--- src/include/spcr_pkg.sv ---
// Package for the serial port control and profile register bank.
// Assumes byte-wide registers reached through a byte-level register port.
package spcr_pkg;
   // ****************************************
   // Register offsets
   // ****************************************
   localparam logic [7:0] SPCR_OFS_SERIAL_PORT_CONFIG    = 8'h00;
   localparam logic [7:0] SPCR_OFS_RESET_AND_READ_TARGET = 8'h04;
   localparam logic [7:0] SPCR_OFS_UPDATE_STROBE         = 8'h05;
   localparam logic [7:0] SPCR_OFS_IDENTIFIER_BYTE_3     = 8'h0a;
   localparam logic [7:0] SPCR_OFS_IDENTIFIER_BYTE_2     = 8'h0b;
   localparam logic [7:0] SPCR_OFS_IDENTIFIER_BYTE_1     = 8'h0c;
   localparam logic [7:0] SPCR_OFS_IDENTIFIER_BYTE_0     = 8'h0d;
   localparam logic [7:0] SPCR_OFS_PRESET_PROFILE_SELECT = 8'h0e;

   // ****************************************
   // Field positions
   // ****************************************
   localparam int SPCR_BIT_LSB_FIRST     = 6;
   localparam int SPCR_BIT_SOFT_RESTORE  = 5;
   localparam int SPCR_BIT_HW_RESET      = 4;
   localparam int SPCR_BIT_REDUCE_DRIVE  = 1;
   localparam int SPCR_BIT_READ_BUFFERED = 0;
   localparam int SPCR_BIT_IO_UPDATE     = 0;
   localparam int SPCR_PROFILE_W         = 6;

   // ****************************************
   // Reset values and read masks
   // ****************************************
   localparam logic [7:0] SPCR_RST_SERIAL_PORT_CONFIG = 8'h00;
   localparam logic [7:0] SPCR_RST_RESET_AND_READ     = 8'h00;
   localparam logic [7:0] SPCR_MASK_CONFIG            = 8'h40;
   localparam logic [7:0] SPCR_MASK_RESET_READ        = 8'h13;
   localparam logic [7:0] SPCR_MASK_PROFILE           = 8'h3f;
   localparam logic [7:0] SPCR_UNMAPPED_READ          = 8'h00;

   // ****************************************
   // Sequencer states
   // ****************************************
   typedef enum logic [1:0] {
      SPCR_ST_IDLE    = 2'b00,
      SPCR_ST_STRAP   = 2'b01,
      SPCR_ST_LOAD    = 2'b10
   } spcr_state_t;
endpackage

--- src/logic/spcr_regs.sv ---
// Serial port control, identifier and preset profile registers.
// Assumes a serial engine that presents decoded byte reads and writes,
// one-cycle write strobes, and strap pins stable while straps are taken.
`timescale 1ns/1ps
`default_nettype none

// Notes on behaviour
// - Bit value one asserts each control function
// - Order bit clear: MSB first, address steps down
// - Order bit set: LSB first, address steps up
// - Restore bit reloads registers from selected profile
// - Hardware reset keeps all register values
// - Drive bit: zero normal, one reduced, profile default
// - Read target bit picks live or buffered registers
// - Update bit pulses once and clears itself
// - Identifier bytes ignore writes
// - Identifier MSB at lowest address
// - Profile read returns last loaded index
// - Profile write selects one of sixty-four
// - Profile write reloads all profile-defaulted registers
// - Power-up profile comes from strap pins
module spcr_regs
   import spcr_pkg::*;
#(
   parameter int          ADDR_W         = 16,
   parameter logic [31:0] PART_IDENT     = 32'h5a5a_0001,  // Arbitrary value
   parameter logic [63:0] DRIVE_DEFAULTS = 64'h0000_0000_0000_0000
) (
   input  wire logic                      clk_in,             // 40 MHz clock
   input  wire logic                      rst_n_in,           // Sync reset, low
   input  wire logic [ADDR_W-1:0]         addr_in,            // Register address
   input  wire logic                      wr_in,              // Write strobe
   input  wire logic [7:0]                wdata_in,           // Write data
   input  wire logic                      rd_in,              // Read strobe
   input  wire logic                      buf_rd_valid_in,    // Buffered copy hit
   input  wire logic [7:0]                buf_rd_data_in,     // Buffered copy data
   input  wire logic [SPCR_PROFILE_W-1:0] strap_profile_in,   // Strap pin index
   output logic      [7:0]                rdata_out,          // Read data
   output logic      [ADDR_W-1:0]         next_addr_out,      // Next byte address
   output logic                           lsb_first_out,      // Bit-order mode
   output logic                           reduce_drive_out,   // Reduced pin drive
   output logic                           read_buffered_out,  // Read target
   output logic                           hw_reset_out,       // Core hardware reset
   output logic                           io_update_out,      // Update pulse
   output logic                           profile_load_out,   // Reload pulse
   output logic      [SPCR_PROFILE_W-1:0] profile_out         // Loaded profile
);
   // ****************************************
   // Elaboration checks
   // ****************************************
   initial begin
      if (ADDR_W < 4) $error("ADDR_W too small for the register map");
   end

   // ****************************************
   // Decode helpers
   // ****************************************
   function automatic logic hit(input logic [ADDR_W-1:0] a, input logic [7:0] ofs);
      hit = (a == ADDR_W'(ofs));
   endfunction

   spcr_state_t state;
   spcr_state_t next_state;
   logic [SPCR_PROFILE_W-1:0] pending_profile;
   logic        rom_drive;
   logic        lsb_first;
   logic        reduce_drive;
   logic        read_buffered;
   logic        hw_reset;
   logic        io_update;
   logic        profile_load;
   logic [SPCR_PROFILE_W-1:0] profile;
   logic        wr_cfg;
   logic        wr_rst;
   logic        wr_upd;
   logic        wr_prof;
   logic        restore_req;

   assign wr_cfg  = wr_in && hit(addr_in, SPCR_OFS_SERIAL_PORT_CONFIG);
   assign wr_rst  = wr_in && hit(addr_in, SPCR_OFS_RESET_AND_READ_TARGET);
   assign wr_upd  = wr_in && hit(addr_in, SPCR_OFS_UPDATE_STROBE);
   assign wr_prof = wr_in && hit(addr_in, SPCR_OFS_PRESET_PROFILE_SELECT);
   // Restore reloads from the profile already selected
   assign restore_req = wr_cfg && wdata_in[SPCR_BIT_SOFT_RESTORE];

   // ****************************************
   // Leaf instances
   // ****************************************
   spcr_addr_step #(
      .ADDR_W        (ADDR_W)
   ) u_step (
      .addr_in       (addr_in),
      .lsb_first_in  (lsb_first),
      .next_addr_out (next_addr_out)
   );

   spcr_profile_rom #(
      .DRIVE_DEFAULTS   (DRIVE_DEFAULTS)
   ) u_rom (
      .index_in         (pending_profile),
      .reduce_drive_out (rom_drive)
   );

   // ****************************************
   // Load sequencer
   // ****************************************
   // Strap is taken one clock after reset release, never under reset
   always_comb begin
      next_state = state;
      case (state)
         SPCR_ST_STRAP: next_state = SPCR_ST_LOAD;
         SPCR_ST_LOAD:  next_state = SPCR_ST_IDLE;
         SPCR_ST_IDLE: begin
            if (wr_prof || restore_req) begin
               next_state = SPCR_ST_LOAD;
            end
         end
         default:       next_state = SPCR_ST_IDLE;
      endcase
   end

   always_ff @(posedge clk_in) begin
      if (!rst_n_in) begin
         state <= SPCR_ST_STRAP;
      end else begin
         state <= next_state;
      end
   end

   // Index to be loaded: strap at power-up, host write otherwise
   always_ff @(posedge clk_in) begin
      if (!rst_n_in) begin
         pending_profile <= '0;
      end else if (state == SPCR_ST_STRAP) begin
         pending_profile <= strap_profile_in;
      end else if (state == SPCR_ST_IDLE && wr_prof) begin
         pending_profile <= wdata_in[SPCR_PROFILE_W-1:0];
      end
   end

   // Loaded index changes only once the load lands
   always_ff @(posedge clk_in) begin
      if (!rst_n_in) begin
         profile <= '0;
      end else if (state == SPCR_ST_LOAD) begin
         profile <= pending_profile;
      end
   end

   // One-cycle pulse tells the other banks to take profile defaults
   always_ff @(posedge clk_in) begin
      if (!rst_n_in) begin
         profile_load <= 1'b0;
      end else begin
         profile_load <= (state == SPCR_ST_LOAD);
      end
   end

   // ****************************************
   // Control registers
   // ****************************************
   // Bit order; restore and profile loads leave it alone
   always_ff @(posedge clk_in) begin
      if (!rst_n_in) begin
         lsb_first <= SPCR_RST_SERIAL_PORT_CONFIG[SPCR_BIT_LSB_FIRST];
      end else if (wr_cfg) begin
         lsb_first <= wdata_in[SPCR_BIT_LSB_FIRST];
      end
   end

   // Drive strength is profile-defaulted; a load overrides a host write
   always_ff @(posedge clk_in) begin
      if (!rst_n_in) begin
         reduce_drive <= 1'b0;
      end else if (state == SPCR_ST_LOAD) begin
         reduce_drive <= rom_drive;
      end else if (wr_rst) begin
         reduce_drive <= wdata_in[SPCR_BIT_REDUCE_DRIVE];
      end
   end

   // Hardware reset stays until host writes zero; registers untouched
   always_ff @(posedge clk_in) begin
      if (!rst_n_in) begin
         hw_reset      <= SPCR_RST_RESET_AND_READ[SPCR_BIT_HW_RESET];
         read_buffered <= SPCR_RST_RESET_AND_READ[SPCR_BIT_READ_BUFFERED];
      end else if (wr_rst) begin
         hw_reset      <= wdata_in[SPCR_BIT_HW_RESET];
         read_buffered <= wdata_in[SPCR_BIT_READ_BUFFERED];
      end
   end

   // Self-clearing update: one pulse, reads back as zero
   always_ff @(posedge clk_in) begin
      if (!rst_n_in) begin
         io_update <= 1'b0;
      end else begin
         io_update <= wr_upd && wdata_in[SPCR_BIT_IO_UPDATE];
      end
   end

   // ****************************************
   // Read path
   // ****************************************
   // Buffered copies live in other banks; a buffered hit with read target set wins at every address
   always_ff @(posedge clk_in) begin
      if (!rst_n_in) begin
         rdata_out <= SPCR_UNMAPPED_READ;
      end else if (rd_in) begin
         if (read_buffered && buf_rd_valid_in) begin
            rdata_out <= buf_rd_data_in;
         end else if (hit(addr_in, SPCR_OFS_SERIAL_PORT_CONFIG)) begin
            rdata_out <= {1'b0, lsb_first, 6'h00} & SPCR_MASK_CONFIG;
         end else if (hit(addr_in, SPCR_OFS_RESET_AND_READ_TARGET)) begin
            rdata_out <= {3'h0, hw_reset, 2'h0, reduce_drive, read_buffered}
                         & SPCR_MASK_RESET_READ;
         end else if (hit(addr_in, SPCR_OFS_IDENTIFIER_BYTE_3)) begin
            rdata_out <= PART_IDENT[31:24];
         end else if (hit(addr_in, SPCR_OFS_IDENTIFIER_BYTE_2)) begin
            rdata_out <= PART_IDENT[23:16];
         end else if (hit(addr_in, SPCR_OFS_IDENTIFIER_BYTE_1)) begin
            rdata_out <= PART_IDENT[15:8];
         end else if (hit(addr_in, SPCR_OFS_IDENTIFIER_BYTE_0)) begin
            rdata_out <= PART_IDENT[7:0];
         end else if (hit(addr_in, SPCR_OFS_PRESET_PROFILE_SELECT)) begin
            rdata_out <= {2'h0, profile} & SPCR_MASK_PROFILE;
         end else begin
            rdata_out <= SPCR_UNMAPPED_READ;
         end
      end
   end

   assign lsb_first_out     = lsb_first;
   assign reduce_drive_out  = reduce_drive;
   assign read_buffered_out = read_buffered;
   assign hw_reset_out      = hw_reset;
   assign io_update_out     = io_update;
   assign profile_load_out  = profile_load;
   assign profile_out       = profile;
endmodule
`default_nettype wire

--- src/logic/spcr_addr_step.sv ---
// Next register address for multibyte serial transfers.
// Assumes the serial engine asks for one step after each byte.
`timescale 1ns/1ps
`default_nettype none
module spcr_addr_step
   import spcr_pkg::*;
#(
   parameter int ADDR_W = 16
) (
   input  wire logic [ADDR_W-1:0] addr_in,       // Current byte address
   input  wire logic              lsb_first_in,  // Bit-order control
   output logic      [ADDR_W-1:0] next_addr_out  // Address of next byte
);
   initial begin
      if (ADDR_W < 4) $error("ADDR_W too small for the register map");
   end

   // Down in MSB-first mode, up in LSB-first mode; wraps at the ends
   always_comb begin
      if (lsb_first_in) begin
         next_addr_out = addr_in + {{(ADDR_W-1){1'b0}}, 1'b1};
      end else begin
         next_addr_out = addr_in - {{(ADDR_W-1){1'b0}}, 1'b1};
      end
   end
endmodule
`default_nettype wire

--- src/logic/spcr_profile_rom.sv ---
// Preset profile table: default drive-strength bit per profile index.
// Assumes the rest of each profile lives beside the other register banks.
`timescale 1ns/1ps
`default_nettype none
module spcr_profile_rom
   import spcr_pkg::*;
#(
   parameter logic [63:0] DRIVE_DEFAULTS = 64'h0000_0000_0000_0000
) (
   input  wire logic [SPCR_PROFILE_W-1:0] index_in,        // Profile index
   output logic                           reduce_drive_out  // Drive default
);
   // Constant lookup, no file read
   always_comb begin
      reduce_drive_out = DRIVE_DEFAULTS[index_in];
   end
endmodule
`default_nettype wire

--- config.mk ---
export PLATFORM = sky130hd
export DESIGN_NAME = spcr_regs
export DESIGN_NICKNAME = d
export VERILOG_FILES = /design/src/include/spcr_pkg.sv /design/src/logic/spcr_regs.sv /design/src/logic/spcr_addr_step.sv /design/src/logic/spcr_profile_rom.sv
export SDC_FILE = /design/constraint.sdc
export NUM_CORES = 1
export LEC_CHECK = 0
export ABC_AREA = 1
export BUFFER_PORTS_ARGS = -buffer_cell sky130_fd_sc_hd__buf_2
export CELL_PAD_IN_SITES_DETAIL_PLACEMENT = 1
export CELL_PAD_IN_SITES_GLOBAL_PLACEMENT = 1
export CORE_MARGIN = 2
export CORE_UTILIZATION = 34
export CTS_CLUSTER_SIZE = 25
export DETAILED_ROUTE_END_ITERATION = 6
export PLACE_DENSITY_LB_ADDON = 0.1
export SLEW_MARGIN = 20
export SYNTH_ARGS = -nofsm -noshare
export SYNTH_HDL_FRONTEND = slang
export SYNTH_SLANG_ARGS = --single-unit
export TNS_END_PERCENT = 1
--- constraint.sdc ---
create_clock -name clk_in -period 2.4 [get_ports clk_in]
set_input_delay 0.48 -clock clk_in [delete_from_list [all_inputs] [get_ports clk_in]]
set_output_delay 0.48 -clock clk_in [all_outputs]
set_load 0.02 [all_outputs]
==> out/results.md <==
| Stage | Quantity | This run |
| --- | --- | --- |
| yosys | Yosys synthesis warning count | 0 |
| status | Violations in the final reports | setup timing |
| yosys | Number of standard cells after synthesis | 323 |
| layout | N_diodes | 0 |
| drt | First-pass detailed-route iteration total | 4 |
| cts | Clock tree root driver cell | sky130_fd_sc_hd__clkbuf_8 |
| global routing | Sum of overflow across all layers after global routing | 0 |
| global routing | Maximum number of pins on one net before global-route repair | 19 |
| drt | DRT antenna net count | 0 |
| global routing | GR Util All Layers | 20.18% |
| yosys | Number of library cell types mapped by synthesis | 33 |
| global routing | Grt met2 use | 36.87% |
| placed design | Placed inst area | 2868 µm² |
| sta | Worst Hold Margin | 0.4686 ns |
| cts | Number of clock sinks | 28 |
| setup path | Crit Path Class | register to primary output |
| sta | Worst setup slack after layout | -0.1694 ns |
| global routing | Global-route wire length before repair | 11.93 mm |
| cts | Buffer levels on the longest clock path | 2 |
| placed design | Gp weighted congestion | 0.7905 |
| placed design | PortBufs | 77 |
| sta | Worst clock skew | 0.004518 ns |
| floorplanning | Site row count | 29 |
| placed design | HPWL reported at the end of detailed placement | 5.618 mm |
| sta | Final slew viol count | 0 |
| layout | Number of nets in the layout | 487 |
| yosys | Netlist area before placement | 2186 µm² |
| layout | Non-filler cells in the finished layout | 505 |
| yosys | Synth Register Bits | 28 |
| global routing | Routing usage on met1 | 26.13% |
| setup path | Total number of cells along the worst setup path | 9 |
| cts | Num CTS Buffers | 3 |
| layout | Final core area utilization | 52.48% |
| global routing | Antenna violations before repair | 0 |
| setup path | FF-to-FF End | pending_profile[1]$_SDFFE_PN0P_ |
| layout | Share of final-layout standard cells stronger than drive strength 1 | 44.39% |
| setup path | CP required | 1.92 ns |
| sta | Slew margin rel. | 55.91% |
| floorplanning | Area inside the core boundary | 6277 µm² |
| power | Pleak | 1.535 nW |
| placed design | Dpl cells | 499 |
| job | Max cap viols | 0 |
| setup path | Crit path max-delay family | simple AND/OR/NAND/NOR gates |
| floorplanning | Initial Utilization | 34.82% |
| cts | Count of hold-fix buffers inserted at cts | 0 |
| sta | Fin crit share | 107.1% |
| sta | Hold Violations, Final | 0 |
| cts | CTS tree | done |
| min path | Capture endpoint of the worst hold path | io_update_out$_SDFF_PN0_ |
| global routing | Met3 GRT Util | 2.360% |
| sta | Fmax | 389.2 MHz |
| setup path | CP arrival | 2.09 ns |
| floorplanning | Height of the die | 84.18 µm |
| power | Power per standard cell area | 407.3 nW/µm² |
| layout | Total non-filler cell area in the finished layout | 3294 µm² |
| drt | Initial detailed-routing violation count | 66 |
| layout | Synthesis-to-finish area growth | 50.72% |
| floorplanning | Die Footprint | 7086 µm² |
| setup path | Critical Path Fanout Max | 7 |
| setup path | Buffers and inverters on the worst path | 3 |
| drt | DRC | 0 |
| drt | Routed length per placed instance | 14.23 µm |
| sta | Time the worst path needs with I/O delays and setup | 2.569 ns |
| global routing | Via count of the first global-routing pass | 2558 |
| layout | FILL cells | 809 |
| setup path | CP max stage cell | sky130_fd_sc_hd__ha_2 |
| setup path | Critical Path Max Stage Delay | 0.38 ns |
| setup path | Setup crit end kind | primary output |
| floorplanning | IO Pins | 79 |
| cts | H-tree depth | 1 |
| min path | Startpoint of the tightest hold check path | wdata_in[0] |
| setup path | Startpoint types | register |
| cts | Source-to-sink clock delay at the later pin of the worst-skew pair | 0.28 ns |
| yosys | Post-synthesis average cell area | 6.767 µm² |
| setup path | Worst setup slack for register-to-register paths | 0.82 ns |
| min path | Hold crit path type | input port to register |
| setup path | Origin of the critical flop-to-flop path | state[1]$_SDFFE_PN0P_ |
| sta | Setup repair after global routing missed its margin | yes |
| setup path | Series of cell instances along the critical path | clkinvlp_4 -> buf_6 -> ha_2 -> nand2_2 -> nor2_2 -> nand3_1 -> nand4_1 -> xor2_1 -> buf_4 |
| sta | Setup Viol. Count Final | 11 |
| drt | Vias | 2538 |
| drt | Via/cell ratio | 5.026 |
| yosys | Syn Nets | 381 |
| global routing | Highest-utilization routing layer at the global route stage | met2 |
| drt | Post-detailed-routing wire length | 7.188 mm |
| min path | Count of cells along the worst hold path | 3 |
| cts | Clock slew seen by the registers of the worst setup and hold paths | 0.10 ns |
| yosys | Sequential-to-total area share from yosys stat | 25.64% |
| sta | Slew of the pin with the lowest slew margin | 0.6598 ns |
| status | Run status | finished with violations |
| power | Maximum VDD drop | 0.2519 mV |
| setup path | Reg2Reg Depth | 5 |
| floorplanning | Die width | 84.18 µm |
## power breakdown
part / internal (mW) / total (mW) / switching, mW
Combinational: 0.211 / 0.469 / 0.258
Clock: 0.224 / 0.379 / 0.155
Sequential: 0.485 / 0.494 / 0.00889
## per-layer routing
metal  part of all wire (%)  routed length, µm
met1                     46               3307
met2                     51               3643
met3                    2.9                205
met4                   0.45                 32
met5                      0                  0
## Yosys cell counts
library cell / number / area share, %
sky130_fd_sc_hd__buf_6: 1 / 0.52
sky130_fd_sc_hd__xor2_1: 10 / 4.0
sky130_fd_sc_hd__nand2_1: 69 / 12
sky130_fd_sc_hd__nor3b_1: 1 / 0.34
sky130_fd_sc_hd__nor4b_2: 1 / 0.69
sky130_fd_sc_hd__clkbuf_1: 3 / 0.52
sky130_fd_sc_hd__o21ai_1: 1 / 0.23
sky130_fd_sc_hd__nor2_2: 1 / 0.29
sky130_fd_sc_hd__inv_1: 30 / 5.2
sky130_fd_sc_hd__a31oi_1: 1 / 0.29
sky130_fd_sc_hd__nand3b_1: 1 / 0.34
sky130_fd_sc_hd__buf_4: 1 / 0.34
sky130_fd_sc_hd__nor2_4: 3 / 1.5
sky130_fd_sc_hd__a21oi_1: 30 / 6.9
sky130_fd_sc_hd__nor2_1: 39 / 6.7
sky130_fd_sc_hd__fa_1: 1 / 0.92
sky130_fd_sc_hd__xnor2_1: 2 / 0.80
sky130_fd_sc_hd__ha_1: 14 / 8.0
sky130_fd_sc_hd__o211ai_1: 1 / 0.34
sky130_fd_sc_hd__clkinv_1: 1 / 0.17
sky130_fd_sc_hd__o21bai_1: 1 / 0.34
sky130_fd_sc_hd__o21ai_0: 23 / 5.3
sky130_fd_sc_hd__nor3b_2: 2 / 1.1
sky130_fd_sc_hd__buf_2: 1 / 0.23
sky130_fd_sc_hd__nand2_2: 3 / 0.86
sky130_fd_sc_hd__a21o_1: 2 / 0.69
sky130_fd_sc_hd__inv_2: 3 / 0.52
sky130_fd_sc_hd__nand4_4: 1 / 0.97
sky130_fd_sc_hd__nand3_2: 5 / 2.3
sky130_fd_sc_hd__dfxtp_1: 28 / 26
sky130_fd_sc_hd__mux2_2: 6 / 3.1
sky130_fd_sc_hd__nand3_1: 27 / 6.2
sky130_fd_sc_hd__nand4_1: 10 / 2.9
## worst max path at each step
stage | from | end | slack [ns]
2_1_floorplan | lsb_first_out$_SDFFE_PN0N_ | next_addr_out[9] | -0.01
3_3_place_gp | addr_in[6] | next_addr_out[9] | 0.004
3_5_place_dp | addr_in[6] | next_addr_out[9] | -0.04
4_1_cts | lsb_first_out$_SDFFE_PN0N_ | next_addr_out[12] | -0.18
5_1_grt | lsb_first_out$_SDFFE_PN0N_ | next_addr_out[11] | -0.30
6_report | lsb_first_out$_SDFFE_PN0N_ | next_addr_out[12] | -0.17
## stage by stage
| step | power [mW] | setup slack (ns) | TNS, ns |
|---|---|---|---|
| 2_1_floorplan | 0.7335 | -0.01307 | -0.02477 |
| 3_3_place_gp | 0.8800 | 0.004096 | 0 |
| 3_5_place_dp | 0.8897 | -0.03756 | -0.1058 |
| 4_1_cts | 1.316 | -0.1766 | -1.545 |
| 5_1_grt | 1.421 | -0.2997 | -2.569 |
| 6_report | 1.342 | -0.1694 | -1.295 |
## worst min-delay path, cell delays in order
cell	delay (ns)
sky130_fd_sc_hd__buf_2	0.12
sky130_fd_sc_hd__nand2_1	0.07
sky130_fd_sc_hd__nor4b_2	0.05
## cells in the final DEF (no fill, tap or decap), types with 4 or more instances in the layout
| cell | Yosys | layout |
|---|---|---|
| sky130_fd_sc_hd__nand2_2 | 3 | 14 |
| sky130_fd_sc_hd__buf_2 | 1 | 65 |
| sky130_fd_sc_hd__o21ai_0 | 23 | 20 |
| sky130_fd_sc_hd__a21oi_2 | 0 | 9 |
| sky130_fd_sc_hd__inv_1 | 30 | 29 |
| sky130_fd_sc_hd__mux2_2 | 6 | 6 |
| sky130_fd_sc_hd__dfxtp_1 | 28 | 27 |
| sky130_fd_sc_hd__nor2_2 | 1 | 7 |
| sky130_fd_sc_hd__nand4_1 | 10 | 10 |
| sky130_fd_sc_hd__nor2_1 | 39 | 32 |
| sky130_fd_sc_hd__nor2_4 | 3 | 4 |
| sky130_fd_sc_hd__nand3_2 | 5 | 7 |
| sky130_fd_sc_hd__buf_4 | 1 | 36 |
| sky130_fd_sc_hd__a21oi_1 | 30 | 19 |
| sky130_fd_sc_hd__ha_4 | 0 | 10 |
| sky130_fd_sc_hd__nand3_1 | 27 | 25 |
| sky130_fd_sc_hd__nand2_1 | 69 | 56 |
| sky130_fd_sc_hd__xor2_1 | 10 | 7 |
| sky130_fd_sc_hd__buf_6 | 1 | 5 |
## timing repair
item / 4_1_cts / 5_1_grt
gates resized for setup: 44 / 32
setup buffers: 1 / 1
pin swaps: 5 / 5
setup endpoints to repair: 13 / 13
## cell families after synthesis
kind of cell | synth area share [%]
buffers and inverters | 7.441
multiplexers | 3.091
AO/OA/AOI/OAI | 14.02
AND/OR/NAND/NOR | 36.06
flip-flops | 25.64
adder cells (fa/ha/maj) | 8.930
XOR/XNOR | 4.808
## state kept, by name (all words and copies together) (netlist names)
signal / cells
io_update_out: 1
profile_out: 6
rdata_out: 8
profile_load_out: 1
read_buffered_out: 1
reduce_drive_out: 1
state: 2
pending_profile: 6
hw_reset_out: 1
lsb_first_out: 1
## layout make-up
type,instances,area [µm²],share of cell area [%]
clock buffer,3,41.29,1.253
clock inverter,1,30.03,0.9115
inverter,34,131.4,3.988
multi-input combinational,255,1762,53.48
sequential,28,561.8,17.05
tap,77,96.34,2.924
timing repair buffer,107,671.9,20.39
Note: power is estimated with default switching activity, not from simulation.
